**config.mk**
```make
export PLATFORM = sky130hd
export DESIGN_NAME = dmar_top
export DESIGN_NICKNAME = d
export VERILOG_FILES = /design/src/logic/dmar_pkg.sv /design/src/logic/dmar_top.sv /design/src/logic/dmar_tcache.sv /design/src/logic/dmar_fault.sv
export VERILOG_INCLUDE_DIRS = /design/src /design/src/logic
export SDC_FILE = /design/constraint.sdc
export NUM_CORES = 2
export LEC_CHECK = 0
export BUFFER_PORTS_ARGS = -buffer_cell sky130_fd_sc_hd__buf_2
export CORE_AREA = 4 4 323 325
export DETAILED_ROUTE_END_ITERATION = 10
export DIE_AREA = 0 0 327 329
export GPL_TIMING_DRIVEN = 0
export MAX_ROUTING_LAYER = met4
export PLACE_DENSITY = 0.76
export SYNTH_ARGS = -nofsm -noshare
export SYNTH_HDL_FRONTEND = slang
export SYNTH_HIERARCHICAL = 1
export SYNTH_SLANG_ARGS = --single-unit
```
**constraint.sdc**
```tcl
create_clock -name I_CLK -period 6.2 [get_ports I_CLK]
set_input_delay 1.24 -clock I_CLK [delete_from_list [all_inputs] [get_ports I_CLK]]
set_output_delay 1.24 -clock I_CLK [all_outputs]
set_load 0.02 [all_outputs]
```
**src/logic/dmar_map.svh**
```systemverilog
// dmar_map.svh: constants of the dma address remapping block
`ifndef DMAR_MAP_SVH
`define DMAR_MAP_SVH
`define DMAR_GPA_W 48
`define DMAR_HPA_W 46
`define DMAR_PAGE_SHIFT 12
`define DMAR_LVL_BITS 9
`define DMAR_VPN_W 36
`define DMAR_PPN_W 34
`define DMAR_DID_W 16
`define DMAR_TOP_LVL 2'h3
`define DMAR_ENT_READ 0
`define DMAR_ENT_WRITE 1
`define DMAR_ENT_PS 7
`define DMAR_ROOT_PRESENT 0
`define DMAR_CTX_PRESENT 0
`define DMAR_CTX_TT_LSB 2
`define DMAR_TT_XLATE 2'h0
`define DMAR_TT_PASS 2'h2
`define DMAR_CTX_DID_LSB 8
`define DMAR_ROOT_OFS 4'h0
`define DMAR_CTX_LO_OFS 4'h0
`define DMAR_CTX_HI_OFS 4'h8
`define DMAR_ENT_OFS 3'h0
`define DMAR_MSI_LSB 20
`define DMAR_MSI_TAG 12'hFEE
`define DMAR_GFX_BDF 16'h0010
`define DMAR_TC_DEPTH 4
`define DMAR_TC_PTR_W 2
`endif

```
**src/logic/dmar_pkg.sv**
```systemverilog
// dmar_pkg.sv: types shared by the dma address remapping block
package dmar_pkg;
  typedef enum logic [3:0] {
    ST_IDLE = 4'b0000,
    ST_CLASSIFY = 4'b0001,
    ST_ROOT = 4'b0010,
    ST_CTX_LO = 4'b0011,
    ST_CTX_HI = 4'b0100,
    ST_LOOKUP = 4'b0101,
    ST_WALK = 4'b0110,
    ST_INV_WAIT = 4'b0111
  } dmar_state_t;
  typedef enum logic [2:0] {
    FLT_NONE = 3'b000,
    FLT_ADDR_WIDTH = 3'b001,
    FLT_NO_CTX = 3'b010,
    FLT_NOT_PRESENT = 3'b011,
    FLT_PERM = 3'b100,
    FLT_RSVD = 3'b101
  } dmar_fault_t;
  typedef enum logic [1:0] {
    SCOPE_ALL = 2'b00,
    SCOPE_DOMAIN = 2'b01,
    SCOPE_PAGE = 2'b10
  } dmar_scope_t;
  typedef enum logic [1:0] {
    SZ_4K = 2'b00,
    SZ_2M = 2'b01,
    SZ_1G = 2'b10
  } dmar_size_t;
endpackage

```
**src/logic/dmar_top.sv**
```systemverilog
// dmar_top.sv: dma address remapping unit with two remap engines
// Notes on behaviour
// requester id selects root and context entries
// a valid table translates the address before forwarding
// no valid table: fault, no access
// writes into the interrupt message window pass untranslated
// host physical addresses are 46 bits wide; guest addresses with bits set above bit 45 fault
// both engines walk four levels, guest address width 48 bits
// base page is 4K only
// 2M and 1G pages in default engine only
// graphics engine serves graphics only, default engine the rest
// one fault record; may request an interrupt message
// invalidation waits for pending translated accesses
// invalidation scopes: all, one domain, one page
// cache leaf entries, never invalid ones
// requests inside the bypass range pass unchanged
// default context for requesters without own context entry
// boot protection keeps default page table in force
// each level indexes with next nine address bits, top first
`timescale 1ns/1ps
`include "dmar_map.svh"
module dmar_top (
  input wire logic I_CLK,
  input wire logic I_SYS_RST,
  input wire logic I_REQ_VALID,
  output logic O_REQ_READY,
  input wire logic [15:0] I_REQ_BDF,
  input wire logic [`DMAR_GPA_W-1:0] I_REQ_ADDR,
  input wire logic I_REQ_WRITE,
  output logic O_RSP_VALID,
  output logic [`DMAR_HPA_W-1:0] O_RSP_ADDR,
  output logic O_RSP_FAULT,
  output logic O_RSP_GFX,
  output logic O_MEM_REQ,
  output logic [`DMAR_HPA_W-1:0] O_MEM_ADDR,
  input wire logic I_MEM_ACK,
  input wire logic [63:0] I_MEM_DATA,
  input wire logic I_XLATE_EN,
  input wire logic I_BOOT_PROT,
  input wire logic [`DMAR_PPN_W-1:0] I_ROOT_PPN,
  input wire logic I_DEF_CTX_EN,
  input wire logic [`DMAR_PPN_W-1:0] I_DEF_CTX_PPN,
  input wire logic [`DMAR_DID_W-1:0] I_DEF_CTX_DID,
  input wire logic I_SUPERPAGE_EN,
  input wire logic I_BYPASS_EN,
  input wire logic [`DMAR_GPA_W-1:0] I_BYPASS_LO,
  input wire logic [`DMAR_GPA_W-1:0] I_BYPASS_HI,
  input wire logic I_INV_REQ,
  input wire logic [1:0] I_INV_SCOPE,
  input wire logic [`DMAR_DID_W-1:0] I_INV_DID,
  input wire logic [`DMAR_GPA_W-1:0] I_INV_ADDR,
  output logic O_INV_DONE,
  output logic O_DRAIN,
  input wire logic I_PEND_EMPTY,
  input wire logic I_FAULT_CLR,
  input wire logic I_FAULT_MSI_EN,
  output logic O_FAULT_VALID,
  output logic O_FAULT_OVERFLOW,
  output logic [2:0] O_FAULT_REASON,
  output logic [15:0] O_FAULT_BDF,
  output logic [`DMAR_GPA_W-1:0] O_FAULT_ADDR,
  output logic O_FAULT_MSI
);
  // ---------------------------------------------------------------
  // state
  // ---------------------------------------------------------------
  dmar_pkg::dmar_state_t st;
  dmar_pkg::dmar_state_t next_st;
  logic [15:0] bdf;
  logic [15:0] next_bdf;
  logic [`DMAR_GPA_W-1:0] gpa;
  logic [`DMAR_GPA_W-1:0] next_gpa;
  logic wr;
  logic next_wr;
  logic gfx;
  logic next_gfx;
  logic [`DMAR_DID_W-1:0] did;
  logic [`DMAR_DID_W-1:0] next_did;
  logic [`DMAR_PPN_W-1:0] tbl;
  logic [`DMAR_PPN_W-1:0] next_tbl;
  logic [1:0] lvl;
  logic [1:0] next_lvl;
  logic next_rsp_valid;
  logic [`DMAR_HPA_W-1:0] next_rsp_addr;
  logic next_rsp_fault;
  logic next_mem_req;
  logic [`DMAR_HPA_W-1:0] next_mem_addr;
  logic next_inv_done;
  logic [1:0] inv_scope;
  logic [1:0] next_inv_scope;
  logic [`DMAR_DID_W-1:0] inv_did;
  logic [`DMAR_DID_W-1:0] next_inv_did;
  logic [`DMAR_VPN_W-1:0] inv_vpn;
  logic [`DMAR_VPN_W-1:0] next_inv_vpn;

  // control pulses and results from the walk
  logic do_pass;
  logic do_xlate;
  logic do_fault;
  logic go_default;
  logic [2:0] flt_reason;
  logic [`DMAR_PPN_W-1:0] x_ppn;
  logic [1:0] x_size;
  logic fill;
  logic inv_pulse;
  logic msi_hit;
  logic bypass_hit;
  logic sp_ok;
  logic ent_ok;
  logic ent_ps;
  logic [`DMAR_VPN_W-1:0] vpn;
  logic [7:0] devfn;

  // cache outputs per engine
  logic dflt_hit;
  logic gfx_hit;
  logic [`DMAR_PPN_W-1:0] dflt_ppn;
  logic [`DMAR_PPN_W-1:0] gfx_ppn;
  logic [1:0] dflt_size;
  logic [1:0] gfx_size;
  logic c_hit;
  logic [`DMAR_PPN_W-1:0] c_ppn;
  logic [1:0] c_size;

  // ---------------------------------------------------------------
  // address helpers
  // ---------------------------------------------------------------
  // host address from page frame, page size and guest offset
  function automatic logic [`DMAR_HPA_W-1:0] join_addr(logic [`DMAR_PPN_W-1:0] ppn,
                                                       logic [1:0] size,
                                                       logic [`DMAR_GPA_W-1:0] ga);
    logic [`DMAR_HPA_W-1:0] base;
    logic [`DMAR_HPA_W-1:0] omask;
    base = {ppn, {`DMAR_PAGE_SHIFT{1'b0}}};
    omask = ~({`DMAR_HPA_W{1'b1}} << (`DMAR_PAGE_SHIFT + `DMAR_LVL_BITS * size));
    return (base & ~omask) | (ga[`DMAR_HPA_W-1:0] & omask);
  endfunction

  // request classification
  assign vpn = gpa[`DMAR_GPA_W-1:`DMAR_PAGE_SHIFT];
  assign devfn = bdf[7:0];
  assign msi_hit = wr && gpa[`DMAR_GPA_W-1:`DMAR_MSI_LSB] == {16'h0, `DMAR_MSI_TAG};
  assign bypass_hit = I_BYPASS_EN && gpa >= I_BYPASS_LO && gpa <= I_BYPASS_HI;
  assign sp_ok = !gfx && I_SUPERPAGE_EN;
  assign ent_ok = wr ? I_MEM_DATA[`DMAR_ENT_WRITE] : I_MEM_DATA[`DMAR_ENT_READ];
  assign ent_ps = I_MEM_DATA[`DMAR_ENT_PS] && lvl != `DMAR_TOP_LVL && lvl != 2'h0;
  assign c_hit = gfx ? gfx_hit : dflt_hit;
  assign c_ppn = gfx ? gfx_ppn : dflt_ppn;
  assign c_size = gfx ? gfx_size : dflt_size;
  assign O_REQ_READY = st == dmar_pkg::ST_IDLE && !I_INV_REQ;
  assign O_DRAIN = st == dmar_pkg::ST_INV_WAIT;

  // ---------------------------------------------------------------
  // walk and invalidation sequencer
  // ---------------------------------------------------------------
  always_comb begin
    next_st = st;
    next_bdf = bdf;
    next_gpa = gpa;
    next_wr = wr;
    next_gfx = gfx;
    next_did = did;
    next_tbl = tbl;
    next_lvl = lvl;
    next_mem_req = O_MEM_REQ;
    next_mem_addr = O_MEM_ADDR;
    next_inv_scope = inv_scope;
    next_inv_did = inv_did;
    next_inv_vpn = inv_vpn;
    next_inv_done = 1'b0;
    inv_pulse = 1'b0;
    do_pass = 1'b0;
    do_xlate = 1'b0;
    do_fault = 1'b0;
    go_default = 1'b0;
    flt_reason = dmar_pkg::FLT_NONE;
    x_ppn = c_ppn;
    x_size = c_size;
    fill = 1'b0;
    case (st)
      dmar_pkg::ST_IDLE: begin
        if (I_INV_REQ) begin
          next_inv_scope = I_INV_SCOPE;
          next_inv_did = I_INV_DID;
          next_inv_vpn = I_INV_ADDR[`DMAR_GPA_W-1:`DMAR_PAGE_SHIFT];
          next_st = dmar_pkg::ST_INV_WAIT;
        end else if (I_REQ_VALID) begin
          next_bdf = I_REQ_BDF;
          next_gpa = I_REQ_ADDR;
          next_wr = I_REQ_WRITE;
          next_gfx = I_REQ_BDF == `DMAR_GFX_BDF;
          next_st = dmar_pkg::ST_CLASSIFY;
        end
      end
      dmar_pkg::ST_CLASSIFY: begin
        if (msi_hit || bypass_hit || (!I_XLATE_EN && !I_BOOT_PROT)) begin
          do_pass = 1'b1;
        end else if (gpa[`DMAR_GPA_W-1:`DMAR_HPA_W] != '0) begin
          do_fault = 1'b1;
          flt_reason = dmar_pkg::FLT_ADDR_WIDTH;
        end else if (I_BOOT_PROT) begin
          go_default = 1'b1;
        end else begin
          next_mem_req = 1'b1;
          next_mem_addr = {I_ROOT_PPN, bdf[15:8], `DMAR_ROOT_OFS};
          next_st = dmar_pkg::ST_ROOT;
        end
      end
      dmar_pkg::ST_ROOT: begin
        if (I_MEM_ACK) begin
          if (I_MEM_DATA[`DMAR_ROOT_PRESENT]) begin
            next_mem_addr = {I_MEM_DATA[`DMAR_HPA_W-1:`DMAR_PAGE_SHIFT], devfn,
                             `DMAR_CTX_LO_OFS};
            next_st = dmar_pkg::ST_CTX_LO;
          end else begin
            next_mem_req = 1'b0;
            go_default = 1'b1;
          end
        end
      end
      dmar_pkg::ST_CTX_LO: begin
        if (I_MEM_ACK) begin
          next_tbl = I_MEM_DATA[`DMAR_HPA_W-1:`DMAR_PAGE_SHIFT];
          next_mem_addr = {O_MEM_ADDR[`DMAR_HPA_W-1:4], `DMAR_CTX_HI_OFS};
          next_mem_req = 1'b0;
          if (!I_MEM_DATA[`DMAR_CTX_PRESENT]) begin
            go_default = 1'b1;
          end else if (I_MEM_DATA[`DMAR_CTX_TT_LSB+:2] == `DMAR_TT_PASS) begin
            do_pass = 1'b1;
          end else if (I_MEM_DATA[`DMAR_CTX_TT_LSB+:2] == `DMAR_TT_XLATE) begin
            next_mem_req = 1'b1;
            next_st = dmar_pkg::ST_CTX_HI;
          end else begin
            do_fault = 1'b1;
            flt_reason = dmar_pkg::FLT_RSVD;
          end
        end
      end
      dmar_pkg::ST_CTX_HI: begin
        if (I_MEM_ACK) begin
          next_mem_req = 1'b0;
          next_did = I_MEM_DATA[`DMAR_CTX_DID_LSB+:`DMAR_DID_W];
          next_st = dmar_pkg::ST_LOOKUP;
        end
      end
      dmar_pkg::ST_LOOKUP: begin
        if (c_hit) begin
          do_xlate = 1'b1;
        end else begin
          next_lvl = `DMAR_TOP_LVL;
          next_mem_req = 1'b1;
          next_mem_addr = {tbl, `DMAR_LVL_BITS'(gpa >> (`DMAR_PAGE_SHIFT +
                           `DMAR_LVL_BITS * `DMAR_TOP_LVL)), `DMAR_ENT_OFS};
          next_st = dmar_pkg::ST_WALK;
        end
      end
      dmar_pkg::ST_WALK: begin
        if (I_MEM_ACK) begin
          x_ppn = I_MEM_DATA[`DMAR_HPA_W-1:`DMAR_PAGE_SHIFT];
          x_size = lvl;
          next_mem_req = 1'b0;
          if (!I_MEM_DATA[`DMAR_ENT_READ] && !I_MEM_DATA[`DMAR_ENT_WRITE]) begin
            do_fault = 1'b1;
            flt_reason = dmar_pkg::FLT_NOT_PRESENT;
          end else if (!ent_ok) begin
            do_fault = 1'b1;
            flt_reason = dmar_pkg::FLT_PERM;
          end else if (ent_ps && !sp_ok) begin
            do_fault = 1'b1;
            flt_reason = dmar_pkg::FLT_RSVD;
          end else if (lvl == 2'h0 || ent_ps) begin
            fill = 1'b1;
            do_xlate = 1'b1;
          end else begin
            next_mem_req = 1'b1;
            next_lvl = lvl - 2'h1;
            next_tbl = x_ppn;
            next_mem_addr = {x_ppn, `DMAR_LVL_BITS'(gpa >> (`DMAR_PAGE_SHIFT +
                             `DMAR_LVL_BITS * (lvl - 2'h1))), `DMAR_ENT_OFS};
          end
        end
      end
      dmar_pkg::ST_INV_WAIT: begin
        if (I_PEND_EMPTY) begin
          inv_pulse = 1'b1;
          next_inv_done = 1'b1;
          next_st = dmar_pkg::ST_IDLE;
        end
      end
      default: next_st = dmar_pkg::ST_IDLE;
    endcase
    // requesters without own context use the default one
    if (go_default) begin
      if (I_DEF_CTX_EN) begin
        next_did = I_DEF_CTX_DID;
        next_tbl = I_DEF_CTX_PPN;
        next_st = dmar_pkg::ST_LOOKUP;
      end else begin
        do_fault = 1'b1;
        flt_reason = dmar_pkg::FLT_NO_CTX;
      end
    end
    if (do_pass || do_xlate || do_fault) begin
      next_st = dmar_pkg::ST_IDLE;
    end
  end

  // response word
  always_comb begin
    next_rsp_valid = do_pass || do_xlate || do_fault;
    next_rsp_fault = do_fault;
    next_rsp_addr = do_fault ? '0 : O_RSP_ADDR;
    if (do_pass) begin
      next_rsp_addr = gpa[`DMAR_HPA_W-1:0];
    end else if (do_xlate) begin
      next_rsp_addr = join_addr(x_ppn, x_size, gpa);
    end
  end

  // registers of the sequencer
  always_ff @(posedge I_CLK) begin
    if (I_SYS_RST) begin
      st <= dmar_pkg::ST_IDLE;
      bdf <= '0;
      gpa <= '0;
      wr <= 1'b0;
      gfx <= 1'b0;
      did <= '0;
      tbl <= '0;
      lvl <= '0;
      O_RSP_VALID <= 1'b0;
      O_RSP_ADDR <= '0;
      O_RSP_FAULT <= 1'b0;
      O_MEM_REQ <= 1'b0;
      O_MEM_ADDR <= '0;
      O_INV_DONE <= 1'b0;
      inv_scope <= '0;
      inv_did <= '0;
      inv_vpn <= '0;
    end else begin
      st <= next_st;
      bdf <= next_bdf;
      gpa <= next_gpa;
      wr <= next_wr;
      gfx <= next_gfx;
      did <= next_did;
      tbl <= next_tbl;
      lvl <= next_lvl;
      O_RSP_VALID <= next_rsp_valid;
      O_RSP_ADDR <= next_rsp_addr;
      O_RSP_FAULT <= next_rsp_fault;
      O_MEM_REQ <= next_mem_req;
      O_MEM_ADDR <= next_mem_addr;
      O_INV_DONE <= next_inv_done;
      inv_scope <= next_inv_scope;
      inv_did <= next_inv_did;
      inv_vpn <= next_inv_vpn;
    end
  end
  assign O_RSP_GFX = gfx;

  // ---------------------------------------------------------------
  // engines: separate caches, invalidation reaches both
  // ---------------------------------------------------------------
  dmar_tcache u_dflt_cache (
    .i_clk(I_CLK),
    .i_rst(I_SYS_RST),
    .i_did(did),
    .i_vpn(vpn),
    .o_hit(dflt_hit),
    .o_ppn(dflt_ppn),
    .o_size(dflt_size),
    .i_fill(fill && !gfx),
    .i_fill_present(ent_ok),
    .i_fill_ppn(x_ppn),
    .i_fill_size(x_size),
    .i_inv(inv_pulse),
    .i_inv_scope(inv_scope),
    .i_inv_did(inv_did),
    .i_inv_vpn(inv_vpn)
  );

  dmar_tcache u_gfx_cache (
    .i_clk(I_CLK),
    .i_rst(I_SYS_RST),
    .i_did(did),
    .i_vpn(vpn),
    .o_hit(gfx_hit),
    .o_ppn(gfx_ppn),
    .o_size(gfx_size),
    .i_fill(fill && gfx),
    .i_fill_present(ent_ok),
    .i_fill_ppn(x_ppn),
    .i_fill_size(x_size),
    .i_inv(inv_pulse),
    .i_inv_scope(inv_scope),
    .i_inv_did(inv_did),
    .i_inv_vpn(inv_vpn)
  );

  // ---------------------------------------------------------------
  // fault record
  // ---------------------------------------------------------------
  dmar_fault u_fault (
    .i_clk(I_CLK),
    .i_rst(I_SYS_RST),
    .i_fire(do_fault),
    .i_reason(flt_reason),
    .i_bdf(bdf),
    .i_addr(gpa),
    .i_clr(I_FAULT_CLR),
    .i_msi_en(I_FAULT_MSI_EN),
    .o_valid(O_FAULT_VALID),
    .o_overflow(O_FAULT_OVERFLOW),
    .o_reason(O_FAULT_REASON),
    .o_bdf(O_FAULT_BDF),
    .o_addr(O_FAULT_ADDR),
    .o_msi(O_FAULT_MSI)
  );
endmodule

```
**src/logic/dmar_tcache.sv**
```systemverilog
// dmar_tcache.sv: translation cache of one remap engine
`timescale 1ns/1ps
`include "dmar_map.svh"
module dmar_tcache (
  input wire logic i_clk,
  input wire logic i_rst,
  input wire logic [`DMAR_DID_W-1:0] i_did,
  input wire logic [`DMAR_VPN_W-1:0] i_vpn,
  output logic o_hit,
  output logic [`DMAR_PPN_W-1:0] o_ppn,
  output logic [1:0] o_size,
  input wire logic i_fill,
  input wire logic i_fill_present,
  input wire logic [`DMAR_PPN_W-1:0] i_fill_ppn,
  input wire logic [1:0] i_fill_size,
  input wire logic i_inv,
  input wire logic [1:0] i_inv_scope,
  input wire logic [`DMAR_DID_W-1:0] i_inv_did,
  input wire logic [`DMAR_VPN_W-1:0] i_inv_vpn
);
  logic [`DMAR_TC_DEPTH-1:0] vld;
  logic [`DMAR_TC_DEPTH-1:0] next_vld;
  logic [`DMAR_DID_W-1:0] tdid [`DMAR_TC_DEPTH];
  logic [`DMAR_DID_W-1:0] next_tdid [`DMAR_TC_DEPTH];
  logic [`DMAR_VPN_W-1:0] tvpn [`DMAR_TC_DEPTH];
  logic [`DMAR_VPN_W-1:0] next_tvpn [`DMAR_TC_DEPTH];
  logic [`DMAR_PPN_W-1:0] tppn [`DMAR_TC_DEPTH];
  logic [`DMAR_PPN_W-1:0] next_tppn [`DMAR_TC_DEPTH];
  logic [1:0] tsize [`DMAR_TC_DEPTH];
  logic [1:0] next_tsize [`DMAR_TC_DEPTH];
  logic [`DMAR_TC_PTR_W-1:0] rr;
  logic [`DMAR_TC_PTR_W-1:0] next_rr;

  // page numbers match above the span that the entry size covers
  function automatic logic vmatch(logic [`DMAR_VPN_W-1:0] a, logic [`DMAR_VPN_W-1:0] b,
                                  logic [1:0] size);
    logic [`DMAR_VPN_W-1:0] mask;
    mask = {`DMAR_VPN_W{1'b1}} << (`DMAR_LVL_BITS * size);
    return ((a ^ b) & mask) == '0;
  endfunction

  // lookup, fill and invalidation
  always_comb begin
    logic [`DMAR_TC_PTR_W-1:0] slot;
    logic found;
    slot = rr;
    found = 1'b0;
    o_hit = 1'b0;
    o_ppn = '0;
    o_size = '0;
    next_vld = vld;
    next_tdid = tdid;
    next_tvpn = tvpn;
    next_tppn = tppn;
    next_tsize = tsize;
    next_rr = rr;
    for (int k = 0; k < `DMAR_TC_DEPTH; k++) begin
      if (vld[k] && tdid[k] == i_did && vmatch(tvpn[k], i_vpn, tsize[k])) begin
        o_hit = 1'b1;
        o_ppn = tppn[k];
        o_size = tsize[k];
      end
      if (!vld[k] && !found) begin
        slot = `DMAR_TC_PTR_W'(k);
        found = 1'b1;
      end
    end
    if (i_fill && i_fill_present) begin
      next_vld[slot] = 1'b1;
      next_tdid[slot] = i_did;
      next_tvpn[slot] = i_vpn;
      next_tppn[slot] = i_fill_ppn;
      next_tsize[slot] = i_fill_size;
      if (!found) begin
        next_rr = rr + 1'b1;
      end
    end
    if (i_inv) begin
      for (int k = 0; k < `DMAR_TC_DEPTH; k++) begin
        case (i_inv_scope)
          dmar_pkg::SCOPE_ALL: next_vld[k] = 1'b0;
          dmar_pkg::SCOPE_DOMAIN: begin
            if (tdid[k] == i_inv_did) begin
              next_vld[k] = 1'b0;
            end
          end
          dmar_pkg::SCOPE_PAGE: begin
            if (tdid[k] == i_inv_did && vmatch(tvpn[k], i_inv_vpn, tsize[k])) begin
              next_vld[k] = 1'b0;
            end
          end
          default: next_vld[k] = vld[k];
        endcase
      end
    end
  end

  // entry storage
  always_ff @(posedge i_clk) begin
    if (i_rst) begin
      vld <= '0;
      rr <= '0;
    end else begin
      vld <= next_vld;
      rr <= next_rr;
    end
    tdid <= next_tdid;
    tvpn <= next_tvpn;
    tppn <= next_tppn;
    tsize <= next_tsize;
  end
endmodule

```
**src/logic/dmar_fault.sv**
```systemverilog
// dmar_fault.sv: single fault record with interrupt message request
`timescale 1ns/1ps
`include "dmar_map.svh"
module dmar_fault (
  input wire logic i_clk,
  input wire logic i_rst,
  input wire logic i_fire,
  input wire logic [2:0] i_reason,
  input wire logic [15:0] i_bdf,
  input wire logic [`DMAR_GPA_W-1:0] i_addr,
  input wire logic i_clr,
  input wire logic i_msi_en,
  output logic o_valid,
  output logic o_overflow,
  output logic [2:0] o_reason,
  output logic [15:0] o_bdf,
  output logic [`DMAR_GPA_W-1:0] o_addr,
  output logic o_msi
);
  logic next_valid;
  logic next_overflow;
  logic [2:0] next_reason;
  logic [15:0] next_bdf;
  logic [`DMAR_GPA_W-1:0] next_addr;
  logic next_msi;

  // record the first fault, flag later ones; a new fault beats a clear
  always_comb begin
    next_valid = o_valid;
    next_overflow = o_overflow;
    next_reason = o_reason;
    next_bdf = o_bdf;
    next_addr = o_addr;
    next_msi = 1'b0;
    if (i_clr) begin
      next_valid = 1'b0;
      next_overflow = 1'b0;
    end
    if (i_fire) begin
      if (o_valid && !i_clr) begin
        next_overflow = 1'b1;
      end else begin
        next_valid = 1'b1;
        next_reason = i_reason;
        next_bdf = i_bdf;
        next_addr = i_addr;
        next_msi = i_msi_en;
      end
    end
  end

  // record registers
  always_ff @(posedge i_clk) begin
    if (i_rst) begin
      o_valid <= 1'b0;
      o_overflow <= 1'b0;
      o_reason <= '0;
      o_bdf <= '0;
      o_addr <= '0;
      o_msi <= 1'b0;
    end else begin
      o_valid <= next_valid;
      o_overflow <= next_overflow;
      o_reason <= next_reason;
      o_bdf <= next_bdf;
      o_addr <= next_addr;
      o_msi <= next_msi;
    end
  end
endmodule

```
==> impl_metrics.csv <==
group,metric,value,unit
global_routing,grtUsageTotal,0.371,
drt,remaining_drc_errors,0,
clocking,cts_sinks,1055,
clocking,htree_levels,3,
logic_synthesis,synth_top_cell_area_share,0.388,
logic_synthesis,ys_warn_count,6,
drt,ant_nets,0,
drt,drt-initial-drc-count,5957,
logic_synthesis,synth_edf_count,704,
clocking,postCtsSetupRepairBufs,0,
finish,fill_cells,7844,
floorplanning,fp.coreArea,101000,µm²
logic_synthesis,postSynthRegisterBits,1055,
clocking,clock-root-buffer,"clkbuf_16",
logic_synthesis,synthTopCellsByArea,"edfxtp_1, dfxtp_1, xor2_1",
timing,finalHoldViolations,0,
critical_path,worstReg2RegEnd,"O_RSP_ADDR[33]",
power_and_ir_drop,ir_drop,0.226,mV
logic_synthesis,yosysUniqueCellTypes,93,
logic_synthesis,netlist_area,54500,µm²
hold_path,hold_path_class,"register to register",
timing,tightest_slew,1.33,ns
drt,avgRoutedWirePerCell,29.0,µm
timing,rsz0062_at_grt,"no",
drt,dr.pass1.iters,9,
floorplanning,die_h,329,µm
timing,drv_slew,0,
timing,setup_tns,0,ns
timing,setup_viol,0,
timing,skew,0.0516,ns
critical_path,r2r_slack,0.01,ns
global_routing,grt_start_max_net_pins,32,
job,cap_violations,0,
critical_path,r2r_start,"gpa[43]",
finish,nets,5941,
timing,hold_slack,0.456,ns
finish,multi_input_area,24300,µm²
placed_design,hpwl,144,mm
placed_design,place.gp.congestion,0.974,
placed_design,place.port_buffers,518,
global_routing,met2_usage,0.571,
critical_path,cp-start-kind,"register",
critical_path,criticalPathCategory,"register to register",
critical_path,cp_max_fo,26,
floorplanning,initial_core_util,0.537,
logic_synthesis,async_flop_share,0,
timing,period_share,0.998,
placed_design,pre_cts_ws,-1.01,ns
power_and_ir_drop,power_density,250,nW/µm²
finish,regArea,28200,µm²
clocking,clkTransAtPathRegs,0.07,ns
timing,setup_ws,0.0118,ns
finish,mostFrequentLayoutCells,"edfxtp_1, buf_2, xor2_1",
logic_synthesis,avgSynthCellArea,11.4,µm²
global_routing,use_met1,0.441,
critical_path,reg2reg_depth,16,
global_routing,grt_pass1_vias,42891,
finish,final_util,0.624,
finish,area_growth,16.2,%
floorplanning,die_area,108000,µm²
finish,layout-drive-gt1-share,0.201,
logic_synthesis,synth_cells,4780,
floorplanning,die_w,327,µm
critical_path,end_kind,"register",
drt,route.vias.total,43912,
logic_synthesis,yosysSeqAreaShare,0.517,
floorplanning,io-pin-count,557,
finish,final_common_cell,"edfxtp_1",
critical_path,arrival,6.86,ns
global_routing,busiest_layer,"met2",
logic_synthesis,synthFlopType,"edfxtp_1",
clocking,insertion_delay,0.73,ns
logic_synthesis,yosysTopAreaCell,"edfxtp_1",
run_status,status,"finished, final reports clean",
power_and_ir_drop,power_leakage,24.1,nW
clocking,cts_tree,"yes",
drt,wl,201,mm
timing,clock.fmax,0.162,GHz
clocking,clock_path_buffers,3,
timing,min_period,6.19,ns
global_routing,grt_pass1_wl,286,mm
floorplanning,row_count,117,
global_routing,antenna_found_initial,19,
drt,viasPerCell,6.35,
critical_path,cp-startpoint,"gpa[43]",
critical_path,endpoint,"O_RSP_ADDR[33]",
timing,slew_headroom,0.115,
global_routing,overflow,0,
clocking,cts_buffers,107,
critical_path,crit_required,6.87,ns
global_routing,grtUsageMet3,0.104,
clocking,ctsHoldBuffers,0,
-- area by class of cell --
type	count	area share
inverter	197	0.0117
sequential	1055	0.446
timing repair buffer	550	0.0516
buffer	278	0.0219
tap	1368	0.0270
clock inverter	63	0.0117
clock buffer	137	0.0459
multi-input combinational	3253	0.383
antenna	18	0.000712
-- how the worst min path moves through the flow --
stage / start / end / slack [ns] / cells after the start
2_1_floorplan: inv_vpn[16] / inv_vpn[16] / 0.45 / 2
3_3_place_gp: O_MEM_ADDR[5] / O_MEM_ADDR[5] / 0.44 / 2
3_5_place_dp: O_MEM_ADDR[27] / O_MEM_ADDR[27] / 0.44 / 2
4_1_cts: O_MEM_ADDR[33] / O_MEM_ADDR[33] / 0.46 / 2
5_1_grt: O_MEM_ADDR[12] / O_MEM_ADDR[12] / 0.47 / 2
6_report: O_MEM_ADDR[33] / O_MEM_ADDR[33] / 0.46 / 2
-- synthesized netlist by cell type, types with 13 or more instances --
cell type and n:
mux2i_1 127, nand3_1 157, xnor2_1 402, nand2_1 368, buf_2 63, clkbuf_1 162, and3_1 18, a21oi_2 48
and2_1 19, nor2b_1 73, inv_1 196, a221oi_1 77, nor2_1 168, dfxtp_1 351, nor4_1 125, o21ai_0 46
ha_1 111, nand3_2 40, a222oi_1 43, or2_2 28, mux4_2 35, a211oi_1 48, edfxtp_1 704, a21oi_1 344
xor2_1 438, a221o_1 26, a21bo_1 67, nand4_1 96, nor3_1 65, buf_6 18, or2_1 13, buf_1 21
a221oi_2 59
-- flip-flops by register name (all words and copies together), names as in the netlist, 16 cells and up --
name and count:
u_fault/o_bdf 16, bdf 16, O_MEM_ADDR 43, u_gfx_cache/tppn 136
did 16, u_dflt_cache/tppn 136, tbl 34, u_fault/o_addr 48
u_gfx_cache/tvpn 144, u_gfx_cache/tdid 64, inv_vpn 36, O_RSP_ADDR 46
u_dflt_cache/tvpn 144, inv_did 16, u_dflt_cache/tdid 64, gpa 48
-- timing repair --
item | CTS | global route
pin swaps | 0 | 0
endpoints found under the setup margin | 54 | 36
resized for setup | 9 | 14
-- per-layer routing --
metal  vias up  part of all wire
li1      18886                 -
met2      3001              0.45
met5         -                 0
met3       763              0.12
met4         0             0.070
met1     21262              0.36
-- through the flow --
| step | area, µm² | total power, W | instances |
|---|---|---|---|
| 3_3_place_gp | 58800 | 0.00914 | 6669 |
| 5_1_grt | 63300 | 0.0162 | 6917 |
| 2_1_floorplan | 54500 | 0.00856 | 4783 |
| 4_1_cts | 63200 | 0.0158 | 6901 |
| 3_5_place_dp | 59500 | 0.00917 | 6701 |
| 6_report | 63300 | 0.0158 | 6919 |
-- critical path: stages, from the launching register on --
cell	delay (ns)
dfxtp_2	1.00
xor2_1	0.15
nor4_1	0.58
nand3_1	0.17
nor4_2	0.48
and3_1	0.25
buf_2	0.27
buf_2	0.30
nor2_1	0.11
a221oi_1	0.28
mux2i_1	0.26
a21o_1	0.32
inv_1	0.51
ha_1	0.38
nand2b_1	0.08
a21oi_1	0.66
a221o_1	0.27
-- cell families (layout without fill, tap and decap cells) --
family          Yosys count  in the layout  share of synthesized area
mux                     167            167                     0.0389
xor+xnor                840            840                      0.135
fa+ha+maj               111            111                     0.0255
buf+inv                 475           1225                     0.0390
flops                  1055           1055                      0.517
other cells               1             22                  0.0000689
compound gates          900            900                      0.126
simple gates           1231           1231                      0.118
-- power breakdown --
part | internal (W) | leakage [nW] | total, W | switching [W]
Sequential | 0.00753 | 9.60 | 0.00781 | 0.000280
Clock | 0.00387 | 1.78 | 0.00674 | 0.00287
Combinational | 0.000488 | 12.7 | 0.00125 | 0.000764
Note: power is estimated with default switching activity, not from simulation.
